### src/aspc_map.vh
`ifndef ASPC_MAP_VH
`define ASPC_MAP_VH
// register offsets (byte addresses, one word each)
`define ASPC_OFS_DATA     8'h00
`define ASPC_OFS_STATUS   8'h04
`define ASPC_OFS_DIVISOR  8'h08
`define ASPC_OFS_FORMAT   8'h0C
`define ASPC_OFS_CONTROL  8'h10
// status bits
`define ASPC_ST_RX_AVAIL  0
`define ASPC_ST_TX_SPACE  1
`define ASPC_ST_TX_BUSY   2
`define ASPC_ST_RX_BREAK  3
// format fields
`define ASPC_FMT_LEN_LSB  0
`define ASPC_FMT_STOP2    2
`define ASPC_FMT_PAR_LSB  3
// control bits
`define ASPC_CTL_BREAK    0
// character length codes
`define ASPC_LEN_FIVE     2'h0
`define ASPC_LEN_SIX      2'h1
`define ASPC_LEN_SEVEN    2'h2
`define ASPC_LEN_EIGHT    2'h3
// parity codes
`define ASPC_PAR_OFF      3'h0
`define ASPC_PAR_EVEN     3'h1
`define ASPC_PAR_ODD      3'h2
`define ASPC_PAR_HIGH     3'h3
`define ASPC_PAR_LOW      3'h4
// reset values
`define ASPC_RST_DIVISOR  16'h001B
`define ASPC_RST_FORMAT   6'h03
// oversampling
`define ASPC_OVERSAMPLE   16
`define ASPC_MID_TICK     4'h7
// receive entry flag positions
`define ASPC_RXE_PAR_ERR  8
`define ASPC_RXE_FRM_ERR  9
`define ASPC_RXE_BRK      10
`endif

### src/aspc_core.v
// How it works
// - while the break control bit is set the serial output is held low, and released it returns to idle framing.
// - received characters wait in a receive fifo and each read of the data word returns and removes the oldest.
// - a status bit shows at any time whether the receive fifo holds a character.
// - written characters go into a transmit fifo and a status bit shows whether it has room.
// - character length is five, six, seven or eight bits for both directions.
// - one or two stop bits end every transmitted frame.
// - parity is off, even, odd, stuck high or stuck low.
// - the bit rate is divided down from the one system clock.
// - divisor and frame format read back as written; the real rate is clock over sixteen times divisor.
// - the receive fifo is sixteen by twelve bits and the transmit fifo sixteen by eight bits.
// - a tick at sixteen times the bit rate drives both directions; the top rate is clock over sixteen.
// - start, stop and parity are added on transmit and stripped on receive, and a line break is detected.
`timescale 1ns/1ps
`include "aspc_map.vh"
module aspc_core #(
	parameter DIV_W = 16
) (
	input  wire        REF_CLK,
	input  wire        RST_B,
	input  wire [7:0]  ADDR,
	input  wire [31:0] WDATA,
	input  wire        WR,
	input  wire        RD,
	output reg  [31:0] RDATA,
	input  wire        RXD,
	output reg         TXD
);
	localparam TX_IDLE = 2'd0, TX_SHIFT = 2'd1, TX_STOP = 2'd2;
	localparam RX_IDLE = 2'd0, RX_SHIFT = 2'd1, RX_STOP = 2'd2;

	// data bits for a length code
	function [3:0] nbits;
		input [1:0] code;
		nbits = 4'd5 + {2'b00, code};
	endfunction

	// mask of the valid data bits for a length code
	function [7:0] dmask;
		input [1:0] code;
		dmask = 8'hFF >> (3'h3 - {1'b0, code});
	endfunction

	// parity bit over the valid data bits for a mode
	function par_bit;
		input [7:0] d;
		input [1:0] len;
		input [2:0] mode;
		reg   [7:0] m;
		begin
			m = dmask(len);
			case (mode)
			`ASPC_PAR_EVEN: par_bit = ^(d & m);
			`ASPC_PAR_ODD:  par_bit = ~^(d & m);
			`ASPC_PAR_HIGH: par_bit = 1'b1;
			default:        par_bit = 1'b0;
			endcase
		end
	endfunction

	reg [DIV_W-1:0] div_q;
	reg [5:0]       fmt_q;
	reg             brk_q;
	reg [DIV_W-1:0] bcnt_q;
	reg             tick_q;
	reg             rx_s1_q, rx_s2_q;
	wire [1:0]      len  = fmt_q[`ASPC_FMT_LEN_LSB+1:`ASPC_FMT_LEN_LSB];
	wire            stp2 = fmt_q[`ASPC_FMT_STOP2];
	wire [2:0]      pmod = fmt_q[`ASPC_FMT_PAR_LSB+2:`ASPC_FMT_PAR_LSB];

	////////////////////////////////////////////////////////////////
	// fifos
	wire       tx_empty, tx_full, rx_empty, rx_full;
	wire [7:0] tx_rd;
	wire [11:0] rx_rd;
	wire       tx_pop;
	reg        rx_push_q;
	reg [11:0] rx_ent_q;
	wire       rd_data_hit = RD && (ADDR == `ASPC_OFS_DATA);

	aspc_fifo #(.WIDTH(8), .DEPTH(16), .AW(4)) u_txf (
		.clk(REF_CLK), .rst_b(RST_B),
		.wr_en(WR && (ADDR == `ASPC_OFS_DATA)), .wr_data(WDATA[7:0]),
		.rd_en(tx_pop), .rd_data(tx_rd), .empty(tx_empty), .full(tx_full));

	aspc_fifo #(.WIDTH(12), .DEPTH(16), .AW(4)) u_rxf (
		.clk(REF_CLK), .rst_b(RST_B),
		.wr_en(rx_push_q), .wr_data(rx_ent_q),
		.rd_en(rd_data_hit), .rd_data(rx_rd), .empty(rx_empty), .full(rx_full));

	////////////////////////////////////////////////////////////////
	// baud tick at sixteen times the bit rate
	always @(posedge REF_CLK or negedge RST_B) begin
		if (!RST_B) begin
			bcnt_q <= {DIV_W{1'b0}};
			tick_q <= 1'b0;
		end else if (div_q == {DIV_W{1'b0}}) begin
			tick_q <= 1'b0; // divisor zero stops the line
		end else if (bcnt_q >= div_q - 1'b1) begin
			bcnt_q <= {DIV_W{1'b0}};
			tick_q <= 1'b1;
		end else begin
			bcnt_q <= bcnt_q + 1'b1;
			tick_q <= 1'b0;
		end
	end

	////////////////////////////////////////////////////////////////
	// transmitter
	reg [1:0] tx_st_q;
	reg [3:0] tx_os_q;
	reg [3:0] tx_bit_q;
	reg [9:0] tx_sh_q;

	// head goes straight into the shifter; held off during break
	assign tx_pop = (tx_st_q == TX_IDLE) && !tx_empty && !brk_q;

	always @(posedge REF_CLK or negedge RST_B) begin
		if (!RST_B) begin
			tx_st_q   <= TX_IDLE;
			tx_os_q   <= 4'h0;
			tx_bit_q  <= 4'h0;
			tx_sh_q   <= 10'h3FF;
			TXD       <= 1'b1;
		end else begin
			TXD       <= brk_q ? 1'b0 : tx_sh_q[0];
			case (tx_st_q)
			TX_IDLE: begin
				tx_sh_q[0] <= 1'b1;
				if (tx_pop) begin
					// start, masked data, ones above so stop bits stay high
					tx_sh_q  <= (10'h3FF << (nbits(len) + 4'h1)) | {1'b0, tx_rd & dmask(len), 1'b0};
					if (pmod != `ASPC_PAR_OFF)
						tx_sh_q[nbits(len)+1] <= par_bit(tx_rd, len, pmod);
					tx_bit_q <= nbits(len) + ((pmod != `ASPC_PAR_OFF) ? 4'd1 : 4'd0);
					tx_os_q  <= 4'h0;
					tx_st_q  <= TX_SHIFT;
				end
			end
			TX_SHIFT: if (tick_q) begin
				tx_os_q <= tx_os_q + 4'h1;
				if (tx_os_q == 4'hF) begin
					tx_sh_q <= {1'b1, tx_sh_q[9:1]};
					if (tx_bit_q == 4'h0) begin
						tx_bit_q <= stp2 ? 4'd1 : 4'd0;
						tx_st_q  <= TX_STOP;
					end else
						tx_bit_q <= tx_bit_q - 4'h1;
				end
			end
			TX_STOP: if (tick_q) begin
				tx_os_q <= tx_os_q + 4'h1;
				if (tx_os_q == 4'hF) begin
					if (tx_bit_q == 4'h0)
						tx_st_q <= TX_IDLE;
					else
						tx_bit_q <= tx_bit_q - 4'h1;
				end
			end
			default: tx_st_q <= TX_IDLE;
			endcase
		end
	end

	////////////////////////////////////////////////////////////////
	// receiver
	reg [1:0] rx_st_q;
	reg [3:0] rx_os_q;
	reg [3:0] rx_bit_q;
	reg [8:0] rx_sh_q;
	reg       rx_brk_q;
	reg [3:0] need;
	reg [7:0] rx_dat;
	reg       rx_par;
	reg       rx_zero;
	// only the bits of this frame count towards a break
	always @* begin
		need    = nbits(len) + ((pmod != `ASPC_PAR_OFF) ? 4'd1 : 4'd0);
		rx_dat  = rx_sh_q[7:0] >> (4'd9 - need);
		rx_par  = rx_sh_q[8];
		rx_zero = ((rx_sh_q >> (4'd9 - need)) == 9'h000);
	end

	always @(posedge REF_CLK or negedge RST_B) begin
		if (!RST_B) begin
			rx_s1_q   <= 1'b1;
			rx_s2_q   <= 1'b1;
			rx_st_q   <= RX_IDLE;
			rx_os_q   <= 4'h0;
			rx_bit_q  <= 4'h0;
			rx_sh_q   <= 9'h000;
			rx_push_q <= 1'b0;
			rx_ent_q  <= 12'h000;
			rx_brk_q  <= 1'b0;
		end else begin
			rx_s1_q   <= RXD;
			rx_s2_q   <= rx_s1_q;
			rx_push_q <= 1'b0;
			case (rx_st_q)
			RX_IDLE: if (tick_q) begin
				if (!rx_s2_q) begin
					rx_os_q <= rx_os_q + 4'h1;
					if (rx_os_q == `ASPC_MID_TICK) begin
						rx_os_q  <= 4'h0;
						rx_bit_q <= 4'h0;
						rx_st_q  <= RX_SHIFT;
					end
				end else
					rx_os_q <= 4'h0;
			end
			RX_SHIFT: if (tick_q) begin
				rx_os_q <= rx_os_q + 4'h1;
				if (rx_os_q == 4'hF) begin
					rx_sh_q  <= {rx_s2_q, rx_sh_q[8:1]}; // shift in the sampled bit, lsb first; the start bit is never stored
					rx_bit_q <= rx_bit_q + 4'h1;
					if (rx_bit_q + 4'h1 == need)
						rx_st_q <= RX_STOP;
				end
			end
			RX_STOP: if (tick_q) begin
				rx_os_q <= rx_os_q + 4'h1;
				if (rx_os_q == 4'hF) begin
					// align for short frames
					rx_ent_q[7:0] <= (pmod == `ASPC_PAR_OFF) ? (rx_sh_q[8:1] >> (4'd8 - need)) : rx_dat;
					rx_ent_q[`ASPC_RXE_PAR_ERR] <= (pmod != `ASPC_PAR_OFF) &&
						(rx_par != par_bit(rx_dat, len, pmod));
					rx_ent_q[`ASPC_RXE_FRM_ERR] <= !rx_s2_q;
					rx_ent_q[`ASPC_RXE_BRK] <= !rx_s2_q && rx_zero;
					rx_ent_q[11] <= 1'b0;
					rx_brk_q  <= !rx_s2_q && rx_zero;
					rx_push_q <= !rx_full;
					rx_st_q   <= RX_IDLE;
				end
			end
			default: rx_st_q <= RX_IDLE;
			endcase
		end
	end

	////////////////////////////////////////////////////////////////
	// register writes and registered read data
	always @(posedge REF_CLK or negedge RST_B) begin
		if (!RST_B) begin
			div_q     <= `ASPC_RST_DIVISOR;
			fmt_q     <= `ASPC_RST_FORMAT;
			brk_q     <= 1'b0;
			RDATA     <= 32'h0000_0000;
		end else begin
			if (WR) begin
				case (ADDR)
				`ASPC_OFS_DIVISOR: div_q <= WDATA[DIV_W-1:0];
				`ASPC_OFS_FORMAT:  fmt_q <= WDATA[5:0];
				`ASPC_OFS_CONTROL: brk_q <= WDATA[`ASPC_CTL_BREAK];
				default: ;
				endcase
			end
			RDATA <= 32'h0000_0000;
			if (RD) begin
				case (ADDR)
				`ASPC_OFS_DATA:    RDATA <= rx_empty ? 32'hFFFF_FFFF : {20'h00000, rx_rd};
				`ASPC_OFS_STATUS:  RDATA <= {28'h0000000, rx_brk_q, (tx_st_q != TX_IDLE),
					!tx_full, !rx_empty};
				`ASPC_OFS_DIVISOR: RDATA <= {{(32-DIV_W){1'b0}}, div_q};
				`ASPC_OFS_FORMAT:  RDATA <= {26'h0, fmt_q};
				`ASPC_OFS_CONTROL: RDATA <= {31'h0, brk_q};
				default:           RDATA <= 32'h0000_0000;
				endcase
			end
		end
	end
endmodule

### src/aspc_fifo.v
`timescale 1ns/1ps
// small synchronous fifo, registered read data always showing the head
module aspc_fifo #(
	parameter WIDTH = 8,
	parameter DEPTH = 16,
	parameter AW    = 4
) (
	input  wire             clk,
	input  wire             rst_b,
	input  wire             wr_en,
	input  wire [WIDTH-1:0] wr_data,
	input  wire             rd_en,
	output reg  [WIDTH-1:0] rd_data,
	output wire             empty,
	output wire             full
);
	reg [WIDTH-1:0] mem [0:DEPTH-1];
	reg [AW:0]      wp_q;
	reg [AW:0]      rp_q;
	wire            wr_go;
	wire            rd_go;
	wire [AW:0]     rp_nxt;

	assign empty  = (wp_q == rp_q);
	assign full   = (wp_q[AW] != rp_q[AW]) && (wp_q[AW-1:0] == rp_q[AW-1:0]);
	assign wr_go  = wr_en && !full;
	assign rd_go  = rd_en && !empty;
	assign rp_nxt = rd_go ? rp_q + 1'b1 : rp_q;

	// storage write
	always @(posedge clk) begin
		if (wr_go)
			mem[wp_q[AW-1:0]] <= wr_data;
	end

	// pointers, and the head as it stands after this edge
	always @(posedge clk or negedge rst_b) begin
		if (!rst_b) begin
			wp_q    <= {(AW+1){1'b0}};
			rp_q    <= {(AW+1){1'b0}};
			rd_data <= {WIDTH{1'b0}};
		end else begin
			if (wr_go)
				wp_q <= wp_q + 1'b1;
			if (rd_go)
				rp_q <= rp_nxt;
			// a write into the slot that becomes the head bypasses the array
			if (wr_go && (wp_q[AW-1:0] == rp_nxt[AW-1:0]))
				rd_data <= wr_data;
			else
				rd_data <= mem[rp_nxt[AW-1:0]];
		end
	end
endmodule

### config.mk
export PLATFORM = sky130hd
export DESIGN_NAME = aspc_core
export DESIGN_NICKNAME = d
export VERILOG_FILES = /design/src/aspc_core.v /design/src/aspc_fifo.v
export VERILOG_INCLUDE_DIRS = /design/src
export SDC_FILE = /design/constraint.sdc
export NUM_CORES = 1
export LEC_CHECK = 0
export ABC_AREA = 1
export BUFFER_PORTS_ARGS = -buffer_cell sky130_fd_sc_hd__buf_2
export CORE_MARGIN = 5
export CORE_UTILIZATION = 35
export CTS_CLUSTER_DIAMETER = 50
export DETAILED_ROUTE_END_ITERATION = 7
export PLACE_DENSITY = 0.58
export SYNTH_ARGS = -nofsm -noshare
export SYNTH_HDL_FRONTEND = slang
export SYNTH_SLANG_ARGS = --single-unit
### constraint.sdc
create_clock -name REF_CLK -period 9.7 [get_ports REF_CLK]
set_clock_uncertainty 0.15 [all_clocks]
set_input_delay 1.94 -clock REF_CLK [delete_from_list [all_inputs] [get_ports REF_CLK]]
set_output_delay 1.94 -clock REF_CLK [all_outputs]
set_load 0.005 [all_outputs]
==> flow_metrics.py, run 1 <==
metrics = {
    "outcome": {
        "status": "finished, final reports clean",
    },
    "yosys": {
        "seq_area_frac_synth_pct": 58.99,
        "synth_fa_ha_area_share_pct": 3.031,
        "postSynthAreaPerCell_um2": 9.567,
        "synth_cells": 2287,
        "synth_top_flop_cell": "edfxtp_1",
        "synth.cell_area_um2": 21880,
        "synth.cells.most_frequent": "nand2_1 (684), edfxtp_1 (304), nand3_1 (239), inv_1 (230), dfrtp_1 (131)",
        "ys_top_cells_by_area": "edfxtp_1 (42%), dfrtp_1 (15%), nand2_1 (12%)",
        "synth_top_family_by_area": "simple AND/OR/NAND/NOR gates",
        "postSynthNetCount": 2385,
        "ys_types": 54,
        "xor_xnor_portion_of_the_synthesized_cell_area_pct": 2.585,
        "synth_compound_gate_area_share_pct": 5.936,
        "synth-simple-area-share_pct": 22.94,
        "post_synth_mux_area_share_pct": 0.2001,
        "yosys.area.top_type_share_pct": 41.72,
        "post-synth-top-area-cell": "edfxtp_1",
        "yosysMostFrequentCell": "nand2_1",
        "synth-async-reset-ratio_pct": 33.04,
        "synth_enable_flop_cells": 304,
        "yosys_warnings": 0,
        "synth-seq-cells": 454,
    },
    "pwr": {
        "p_sw_uw": 1070,
        "power.internal_uw": 3243,
        "seq_power_share_pct": 48.5,
        "switching_share_pct": 24.81,
        "vdd.ir_drop.worst_mv": 0.1430,
        "pwr-share-comb_pct": 8.8,
        "clockPowerShare_pct": 42.7,
        "power_per_cell_area_nw_per_um2": 176.2,
        "power_leakage_uw": 0.01012,
    },
    "timing": {
        "final_min_period_over_clock_period_pct": 58.09,
        "report.final.setup_viol": 0,
        "rsz0062_at_grt": "false",
        "worst_slack_ns": 4.065,
        "timing.setup.tns_ns": 0,
        "minimum_period_implied_by_the_final_worst_setup_slack_ns": 5.635,
        "slew_viol_final": 0,
        "worstMarginPinSlew_ns": 1.186,
        "finalHoldViolCount": 0,
        "timing.max_slew.rel_slack_pct": 20.63,
        "maxClockFrequency_ghz": 0.1775,
    },
    "setup_path": {
        "arrival_ns": 6.01,
        "worst-endpoint-required_ns": 10.08,
        "crit_path_max_fanout": 45,
        "critical_path_class": "input pin to register",
        "timing.critical_path.from_type": "input pin",
        "critPathCaptureType": "register",
    },
    "floorplan": {
        "die_w_um": 260.0,
        "die-height_um": 260.0,
        "std_cell_rows": 91,
        "ios": 78,
        "fp.coreArea_um2": 61830,
        "initial_core_util_pct": 35.39,
        "dieArea_um2": 67610,
    },
    "cells_and_area": {
        "area_delta_synth_final_pct": 11.87,
        "num_antenna_cells": 0,
        "layout-drive-gt1-share_pct": 8.136,
        "fillerInstances": 6051,
        "layout_net_count": 2416,
        "multiInputGateArea_um2": 7612,
        "seqCellArea_um2": 12910,
    },
    "placement": {
        "globalplace.congestion": 0.8622,
        "placement.setup.worst_slack_ns": 3.482,
        "buffer_ports.inserted": 61,
        "hpwl_um": 34860,
    },
    "detailed_routing": {
        "wire_per_inst_um": 16.83,
        "post-route-drc-count": 0,
        "vias": 15680,
        "wirelength_routed_um": 53810,
        "count_of_antenna_violating_nets_left_after_detailed_routing": 0,
        "first_pass_iteration_count_of_the_detailed_router": 5,
        "route.detailed.vias_per_inst": 4.905,
        "initialDrtViolationCount": 1135,
    },
    "clock_tree": {
        "maximum_clock_path_buffer_count": 3,
        "cts_hold_repair.buffers": 0,
        "cts_setup_buffers": 0,
        "cts_max_level": 2,
        "path_clk_slew_ns": 0.06,
        "clock_insertion_delay_worst_skew_ns": 0.60,
        "tritoncts.num_buffers": 51,
        "tritoncts": "done",
        "tritoncts_num_sinks": 454,
        "clk_root_buffer_cell": "clkbuf_16",
        "post_cts_gate_resize_count": 0,
    },
    "grt": {
        "grt_antenna_before_repair": 3,
        "grt_usage_pct": 15.71,
        "grt_max_degree": 80,
        "grt_first_pass_wirelength_um": 84700,
        "grt_pass1_vias": 15170,
        "grt_remaining_overflow": 0,
    },
    "hold_path": {
        "timing.hold.worst.class": "register to register",
    },
    "job": {
        "maxCapViolations": 0,
    },
}
-- path summary, 6_finish.rpt --
check,start,end,slack (ns),cells after the start
max,ADDR[7],u_rxf.rd_data[9],4.07,18
min,rx_s1_q,rx_s2_q,0.21,0
max reg2reg,u_rxf.rp_q[3],u_rxf.rd_data[9],5.33,14
min reg2reg,rx_s1_q,rx_s2_q,0.21,0
max in group asynchronous,RST_B,bcnt_q[11],6.70,2
min in group asynchronous,RST_B,rx_bit_q[3],1.24,1
-- cells by family (layout without fill, tap and decap cells) --
| kind of cell | after synthesis | after routing |
|---|---|---|
| flops | 454 | 454 |
| xor+xnor | 62 | 62 |
| mux | 4 | 4 |
| simple gates | 1158 | 1158 |
| fa+ha+maj | 53 | 53 |
| compound gates | 218 | 218 |
| buf+inv | 338 | 411 |
-- critical path: stages --
cell     delay, ns
buf_2         0.09
nor2_1        0.09
nand2_1       0.10
nor2_1        0.17
nand2_1       0.25
nor2_1        0.22
nand2_1       0.12
nand2_1       0.74
nand2_4       0.46
inv_2         0.87
nand2_1       0.10
nand2_1       0.10
nand2_1       0.05
nand3_1       0.17
nand3_1       0.20
nand2_1       0.20
nand2_1       0.06
nand2_1       0.06
-- state kept, by name (all words and copies together), names as in the netlist, 2 cells and up --
name           count
bcnt_q            16
tx_os_q            4
fmt_q              6
RDATA             17
u_rxf.rd_data     11
rx_sh_q            9
div_q             16
u_txf.wp_q         5
u_rxf.wp_q         5
u_rxf.mem        176
u_txf.rp_q         5
rx_ent_q          10
u_rxf.rp_q         5
u_txf.mem        128
rx_st_q            2
rx_os_q            4
rx_bit_q           4
tx_bit_q           4
tx_sh_q           10
tx_st_q            2
u_txf.rd_data      8
-- placed cells by master (no fill, tap or decap), types with 10 or more instances in the layout --
cell type / instances
buf_2: 60
xnor2_1: 17
dfstp_2: 19
nand3b_1: 56
clkinv_1: 10
edfxtp_1: 304
buf_4: 12
clkbuf_16: 52
ha_1: 53
xor2_1: 42
nand3_1: 239
nor2_1: 118
nand4_1: 19
a21oi_1: 62
nor3_1: 23
nand2_1: 683
o211ai_1: 37
clkbuf_1: 18
dfrtp_1: 131
inv_1: 230
o21ai_0: 76
-- power groups by stage --
stage          registers, uW  logic, uW  clock network (uW)
5_1_grt                 2090        433                1960
3_3_place_gp            2130        374                   0
3_5_place_dp            2130        380                   0
4_1_cts                 2090        382                1880
6_report                2090        380                1840
2_1_floorplan           2130        265                   0
-- per-layer routing --
layer / share of wire, % / wire length (um) / global-route usage, %
met4: 2.1 / 1145 / 4.110
met1: 46 / 24670 / 22.13
met5: 0.024 / 13 / 0
met3: 5.1 / 2756 / 2.233
met2: 47 / 25220 / 25.68
-- area by class of cell --
type	count	area share (%)
multi-input cells	1495	31.10
clock inverters	21	0.7105
repair buffers	73	1.641
inverters	243	3.726
well taps	837	4.278
flip-flops and latches	454	52.73
clock buffers	74	5.817
-- stage by stage --
step	power (uW)	instance area (um2)	instances	hold slack (ns)	utilization, %
detailed placement	2511	22880	3102	0.1989	37.01
CTS	4355	24480	3197	0.2073	39.59
floorplan	2391	21880	2287	0.1952	-
global placement	2505	22880	3102	0.1982	37.01
finish	4314	24480	3197	0.2051	39.59
global route	4487	24480	3197	0.2095	39.59
No activity file was read; power rests on OpenSTA's default activity.
==> inputs of run 2 (changes only) <==
- clock period: 9.7 -> 5.3 ns (I/O delays scaled with it)
==> run 2 against run 1 <==
Clock-buffer cell count decreased by 4. Flip-flop and latch count unchanged. Die area unchanged. Sequential share of layout area decreased by 0.52 points. Worst setup slack got worse by 2.7 ns. Design area increased by 0.99%. Critical path type is now register to register. Largest power group unchanged.
==> flow_metrics.py, run 2 (synthesized netlist as in run 1, its figures left out) <==
metrics = {
    "detailed_routing": {
        "first_pass_iteration_count_of_the_detailed_router": 5,
        "post-route-drc-count": 0,
        "count_of_antenna_violating_nets_left_after_detailed_routing": 0,
        "wirelength_routed_um": 53940,
        "wire_per_inst_um": 16.82,
        "initialDrtViolationCount": 1180,
        "vias": 15740,
        "route.detailed.vias_per_inst": 4.907,
    },
    "clock_tree": {
        "maximum_clock_path_buffer_count": 3,
        "tritoncts_num_sinks": 454,
        "clock_insertion_delay_worst_skew_ns": 0.60,
        "post_cts_gate_resize_count": 0,
        "path_clk_slew_ns": 0.06,
        "tritoncts": "done",
        "clk_root_buffer_cell": "clkbuf_16",
        "cts_hold_repair.buffers": 0,
        "tritoncts.num_buffers": 52,
        "cts_setup_buffers": 0,
        "cts_max_level": 2,
    },
    "cells_and_area": {
        "num_antenna_cells": 0,
        "area_delta_synth_final_pct": 12.98,
        "layout-drive-gt1-share_pct": 8.861,
        "layout_net_count": 2424,
        "multiInputGateArea_um2": 7612,
        "most-common-layout-cells": "nand2_1 (683), edfxtp_1 (304), nand3_1 (239)",
        "fillerInstances": 6043,
        "seqCellArea_um2": 12910,
        "largest_register_ffs": 176,
        "layout.cells.most_common": "nand2_1",
    },
    "hold_path": {
        "timing.hold.worst.class": "register to register",
        "worst_hold_path.num_cells": 0,
        "sink_of_the_worst_hold_path": "rx_s2_q",
        "hold_path.startpoint": "rx_s1_q",
    },
    "timing": {
        "final_min_period_over_clock_period_pct": 73.75,
        "worst_slack_ns": 1.391,
        "timing.setup.tns_ns": 0,
        "slew_viol_final": 0,
        "rsz0062_at_grt": "false",
        "report.final.setup_viol": 0,
        "maxClockFrequency_ghz": 0.2558,
        "finalHoldViolCount": 0,
        "timing.max_slew.rel_slack_pct": 14.69,
        "hold_ws_ns": 0.2003,
        "minimum_period_implied_by_the_final_worst_setup_slack_ns": 3.909,
        "worstMarginPinSlew_ns": 1.275,
    },
    "grt": {
        "grt_first_pass_wirelength_um": 85790,
        "grt_pass1_vias": 15390,
        "grt_antenna_before_repair": 3,
        "grt_usage_pct": 15.85,
        "grt_max_degree": 91,
        "grt_remaining_overflow": 0,
    },
    "job": {
        "maxCapViolations": 0,
    },
    "floorplan": {
        "die-height_um": 260.0,
        "die_w_um": 260.0,
        "fp.coreArea_um2": 61830,
        "initial_core_util_pct": 35.39,
        "dieArea_um2": 67610,
        "std_cell_rows": 91,
        "ios": 78,
    },
    "setup_path": {
        "critical-path-max-stage-delay_ns": 0.73,
        "rr_startpoint": "fmt_q[4]",
        "arrival_ns": 4.23,
        "critical_path_class": "register to register",
        "critPathTopFamily": "simple AND/OR/NAND/NOR gates",
        "timing.critical_path.cells": "nor3_1 -> buf_4 -> inv_1 -> ha_1 -> clkinv_1 -> nand2_1 -> nand2_1 -> nand2_1 -> nand2_1 -> o21ai_0 -> nand2_1 -> nand2_1 -> nand2_1 -> nand2_1 -> nand2_1 -> nand2_1 -> nand2_1 -> nand3_1 -> nand2_1 -> nand3_1 -> nand2_1",
        "timing.critical_path.buf_inv": 3,
        "critPathCaptureType": "register",
        "r2r-end": "rx_ent_q[8]",
        "critPathSlowestCell": "ha_1",
        "crit_top_cell": "nand2_1",
        "timing.critical_path.from_type": "register",
        "crit_path_max_fanout": 20,
        "ff2ff_setup_slack_ns": 1.39,
        "worst-endpoint-required_ns": 5.62,
        "worstRegToRegCells": 21,
    },
    "placement": {
        "globalplace.congestion": 0.8992,
        "placement.setup.worst_slack_ns": 0.8938,
        "buffer_ports.inserted": 61,
        "hpwl_um": 35390,
    },
    "outcome": {
        "status": "finished, final reports clean",
    },
    "pwr": {
        "power_per_cell_area_nw_per_um2": 331.2,
        "vdd.ir_drop.worst_mv": 0.3540,
        "power_leakage_uw": 0.01026,
    },
}
run 2: worst max-delay path by stage:
| stage | slack (ns) | end | cells after the start | from |
|---|---|---|---|---|
| floorplan | 2.07 | rx_ent_q[8] | 18 | fmt_q[4] |
| finish | 1.39 | rx_ent_q[8] | 21 | fmt_q[4] |
| detailed placement | 0.89 | u_rxf.rd_data[4] | 19 | ADDR[1] |
| global placement | 0.99 | u_rxf.rd_data[4] | 19 | ADDR[1] |
| CTS | 1.42 | rx_ent_q[8] | 21 | fmt_q[4] |
| global route | 0.98 | rx_ent_q[8] | 21 | fmt_q[4] |
run 2: cell type report:
cell class / count / share of cell area, %
Clock inverter: 28 / 1.189
Tap cell: 837 / 4.236
Multi-Input combinational cell: 1495 / 30.79
Clock buffer: 70 / 6.043
Inverter: 243 / 3.690
Sequential cell: 454 / 52.21
Timing Repair Buffer: 80 / 1.837
run 2: per-stage QoR:
| stage | utilization [%] | cell area [um2] | std cells | power [uW] |
|---|---|---|---|---|
| 2_1_floorplan | - | 21880 | 2287 | 4376 |
| 3_3_place_gp | 37.09 | 22930 | 3109 | 4587 |
| 5_1_grt | 39.98 | 24720 | 3207 | 8528 |
| 3_5_place_dp | 37.09 | 22930 | 3109 | 4600 |
| 6_report | 39.98 | 24720 | 3207 | 8188 |
| 4_1_cts | 39.98 | 24720 | 3207 | 8269 |
run 2: worst register-to-register path, delay by kind of cell, from the launching register on:
kind / cells / cell delay [ns]
compound gates: 1 / 0.27
fa+ha+maj: 1 / 0.73
buf+inv: 3 / 0.83
flops: 1 / 0.42
simple gates: 16 / 1.39
run 2: power breakdown:
group          internal [uW]  leakage (uW)  switching (uW)
logic                    207       0.00516             492
registers               3800       0.00422            29.9
clock network           2190      0.000878            1470
run 2: layer usage:
| metal | track usage, % | part of all wire, % | up-vias |
|---|---|---|---|
| met4 | 4.359 | 2.5 | 2 |
| met1 | 22.50 | 46 | 7559 |
| met5 | 0 | 0.024 | - |
| met2 | 25.58 | 46 | 362 |
| li1 | - | - | 7726 |
| met3 | 2.311 | 5.1 | 89 |
==> inputs of run 3 (changes only) <==
- ABC_AREA: 1 -> 0
- clock period: 5.3 -> 3.96 ns (I/O delays scaled with it)
==> run 3 against run 2 <==
Clock power increased by 34%. Total power increased by 73%. Critical path type unchanged. Sequential share of layout area decreased by 0.68 points. Flip-flop and latch count unchanged.
==> flow_metrics.py, run 3 <==
metrics = {
    "timing": {
        "rsz0062_at_grt": "false",
        "finalHoldViolCount": 0,
        "worstMarginPinSlew_ns": 1.074,
        "timing.setup.tns_ns": 0,
        "slew_viol_final": 0,
        "maxClockFrequency_ghz": 0.2744,
        "final_min_period_over_clock_period_pct": 92.04,
        "timing.max_slew.rel_slack_pct": 28.12,
        "report.final.setup_viol": 0,
        "minimum_period_implied_by_the_final_worst_setup_slack_ns": 3.645,
    },
    "yosys": {
        "postSynthAreaPerCell_um2": 12.52,
        "yosys_warnings": 0,
        "ys_types": 71,
        "synth_cells": 1733,
        "synth-seq-cells": 454,
        "ys_top_cells_by_area": "edfxtp_1 (42%), dfrtp_1 (15%), mux2i_1 (6.9%)",
        "synth.cell_area_um2": 21700,
        "synth_top_flop_cell": "edfxtp_1",
        "seq_area_frac_synth_pct": 59.48,
        "synth_enable_flop_cells": 304,
        "synth-async-reset-ratio_pct": 33.04,
        "yosysMostFrequentCell": "edfxtp_1",
        "synth.cells.most_frequent": "edfxtp_1 (304), nand2_1 (197), mux2i_1 (149), dfrtp_1 (131), nor2_1 (104)",
        "postSynthNetCount": 1831,
        "post-synth-top-area-cell": "edfxtp_1",
        "yosys.area.top_type_share_pct": 42.07,
    },
    "cells_and_area": {
        "most-common-layout-cells": "edfxtp_1 (304), nand2_1 (197), mux2i_1 (148)",
        "area_delta_synth_final_pct": 15.44,
        "num_antenna_cells": 0,
        "layout_net_count": 1928,
        "layout-drive-gt1-share_pct": 18.76,
        "fillerInstances": 5742,
        "layout.core_utilization_pct": 40.66,
        "design_area_um2": 25050,
        "layout.cells.most_common": "edfxtp_1",
        "largest_register_ffs": 176,
    },
    "clock_tree": {
        "clk_root_buffer_cell": "clkbuf_16",
        "clock_insertion_delay_worst_skew_ns": 0.60,
        "cts_hold_repair.buffers": 0,
        "tritoncts_num_sinks": 454,
        "cts_max_level": 2,
        "path_clk_slew_ns": 0.06,
        "maximum_clock_path_buffer_count": 3,
        "tritoncts.num_buffers": 50,
        "tritoncts": "done",
    },
    "grt": {
        "grt_max_degree": 89,
        "grt_remaining_overflow": 0,
        "grt_usage_pct": 14.93,
        "grt_first_pass_wirelength_um": 80120,
        "grt_antenna_before_repair": 0,
        "grt_pass1_vias": 14040,
    },
    "detailed_routing": {
        "count_of_antenna_violating_nets_left_after_detailed_routing": 0,
        "initialDrtViolationCount": 846,
        "route.detailed.vias_per_inst": 5.119,
        "post-route-drc-count": 0,
        "wirelength_routed_um": 50790,
        "vias": 13860,
        "wire_per_inst_um": 18.76,
        "first_pass_iteration_count_of_the_detailed_router": 5,
    },
    "pwr": {
        "vdd.ir_drop.worst_mv": 0.3256,
        "power_per_cell_area_nw_per_um2": 567.0,
        "switching_share_pct": 30.56,
        "clockPowerShare_pct": 34.5,
        "pwr-share-comb_pct": 27.0,
        "power.internal_uw": 9862,
        "p_sw_uw": 4339,
        "power_leakage_uw": 0.009513,
        "seq_power_share_pct": 38.6,
    },
    "floorplan": {
        "ios": 78,
        "fp.coreArea_um2": 61600,
        "initial_core_util_pct": 35.22,
        "std_cell_rows": 91,
        "die_w_um": 259.0,
        "die-height_um": 259.0,
        "dieArea_um2": 67070,
    },
    "setup_path": {
        "arrival_ns": 3.98,
        "critical_path_class": "register to register",
        "worst-endpoint-required_ns": 4.30,
        "critPathCaptureType": "register",
        "crit_path_max_fanout": 6,
        "timing.critical_path.from_type": "register",
    },
    "placement": {
        "buffer_ports.inserted": 61,
        "hpwl_um": 33360,
        "globalplace.congestion": 0.8147,
        "dpl_cell_area_um2": 23300,
    },
    "outcome": {
        "status": "finished, final reports clean",
    },
    "hold_path": {
        "timing.hold.worst.class": "input pin to async pin",
    },
    "job": {
        "maxCapViolations": 0,
    },
}
## run 3: cell count changes in the layout (fill, tap and decap cells not counted), moves of 20 or more
| cell | change |
|---|---|
| nand2_1 | -486 |
| nand3_1 | -209 |
| inv_1 | -193 |
| mux2i_1 | +147 |
| mux2_2 | +77 |
| buf_4 | +56 |
| nand3b_1 | -53 |
| xnor2_1 | +31 |
| o21ai_0 | +20 |
## run 3: through the flow
step                      hold slack [ns]  power (uW)  worst slack [ns]  std cells
final                             0.09240       14200            0.3153       2708
after global routing               0.1380       14890           0.04751       2708
after CTS                          0.1113       14340            0.2246       2708
after detailed placement           0.1973        9398           0.07216       2615
after global placement             0.1968        9333            0.1124       2615
after floorplan                    0.1952        8318            0.2488       1733
## run 3: layer usage
layer | GRT usage [%] | up-vias | routed length (um)
met2 | 24.10 | 296 | 23310
li1 | - | 6607 | -
met4 | 3.615 | 0 | 1041
met3 | 2.101 | 75 | 2127
met1 | 21.47 | 6885 | 24320
met5 | 0 | - | 0
## run 3: critical path, cell delays in order, from the launching register on
cell and delay [ns]:
dfrtp_1 0.45, nor3_1 0.41, nand3_1 0.29, nor4_2 0.32
nand2_1 0.13, xor2_1 0.17, ha_1 0.31, a21o_1 0.16
a21o_1 0.16, a21oi_1 0.15, o31a_1 0.18, or4b_2 0.58
o21ai_0 0.10
## run 3: worst paths after layout
kind	to	slack [ns]	cells past startpoint	start
worst max-delay path	bcnt_q[6]	0.32	12	div_q[2]
worst min-delay path	rx_os_q[1]	0.09	1	RST_B
worst max register to register	bcnt_q[6]	0.32	12	div_q[2]
worst min register to register	rx_s2_q	0.20	0	rx_s1_q
max in group asynchronous	rx_ent_q[4]	2.71	2	RST_B
min in group REF_CLK	rx_s1_q	0.16	1	RXD
## run 3: cell type report
class | instances | area [um2] | share of cell area (%)
Sequential cell | 454 | 12910 | 51.53
Multi-Input combinational cell | 1141 | 8170 | 32.62
Clock inverter | 31 | 412.9 | 1.649
Clock buffer | 62 | 1328 | 5.300
Timing Repair Buffer | 144 | 1035 | 4.131
Inverter | 39 | 146.4 | 0.5845
Tap cell | 837 | 1047 | 4.181
## run 3: logic make-up after synthesis
group           Yosys count  share of synthesized area, %
compound gates          330                         9.890
xor+xnor                 80                         3.385
fa+ha+maj                53                         3.056
buf+inv                 138                         2.993
flops                   454                         59.48
mux                     240                         12.17
simple gates            438                         9.025
## run 3: power groups by stage
stage,Clock (uW),Sequential [uW],Combinational [uW]
after floorplan,0,5510,2810
after global placement,0,5560,3770
after detailed placement,0,5570,3830
after CTS,5010,5470,3860
after global routing,5200,5500,4190
final,4900,5480,3830
## run 3: repair_timing
action	in CTS	in global routing
endpoints found under the setup margin	0	11
buffers inserted	0	0
gates resized for setup	0	1
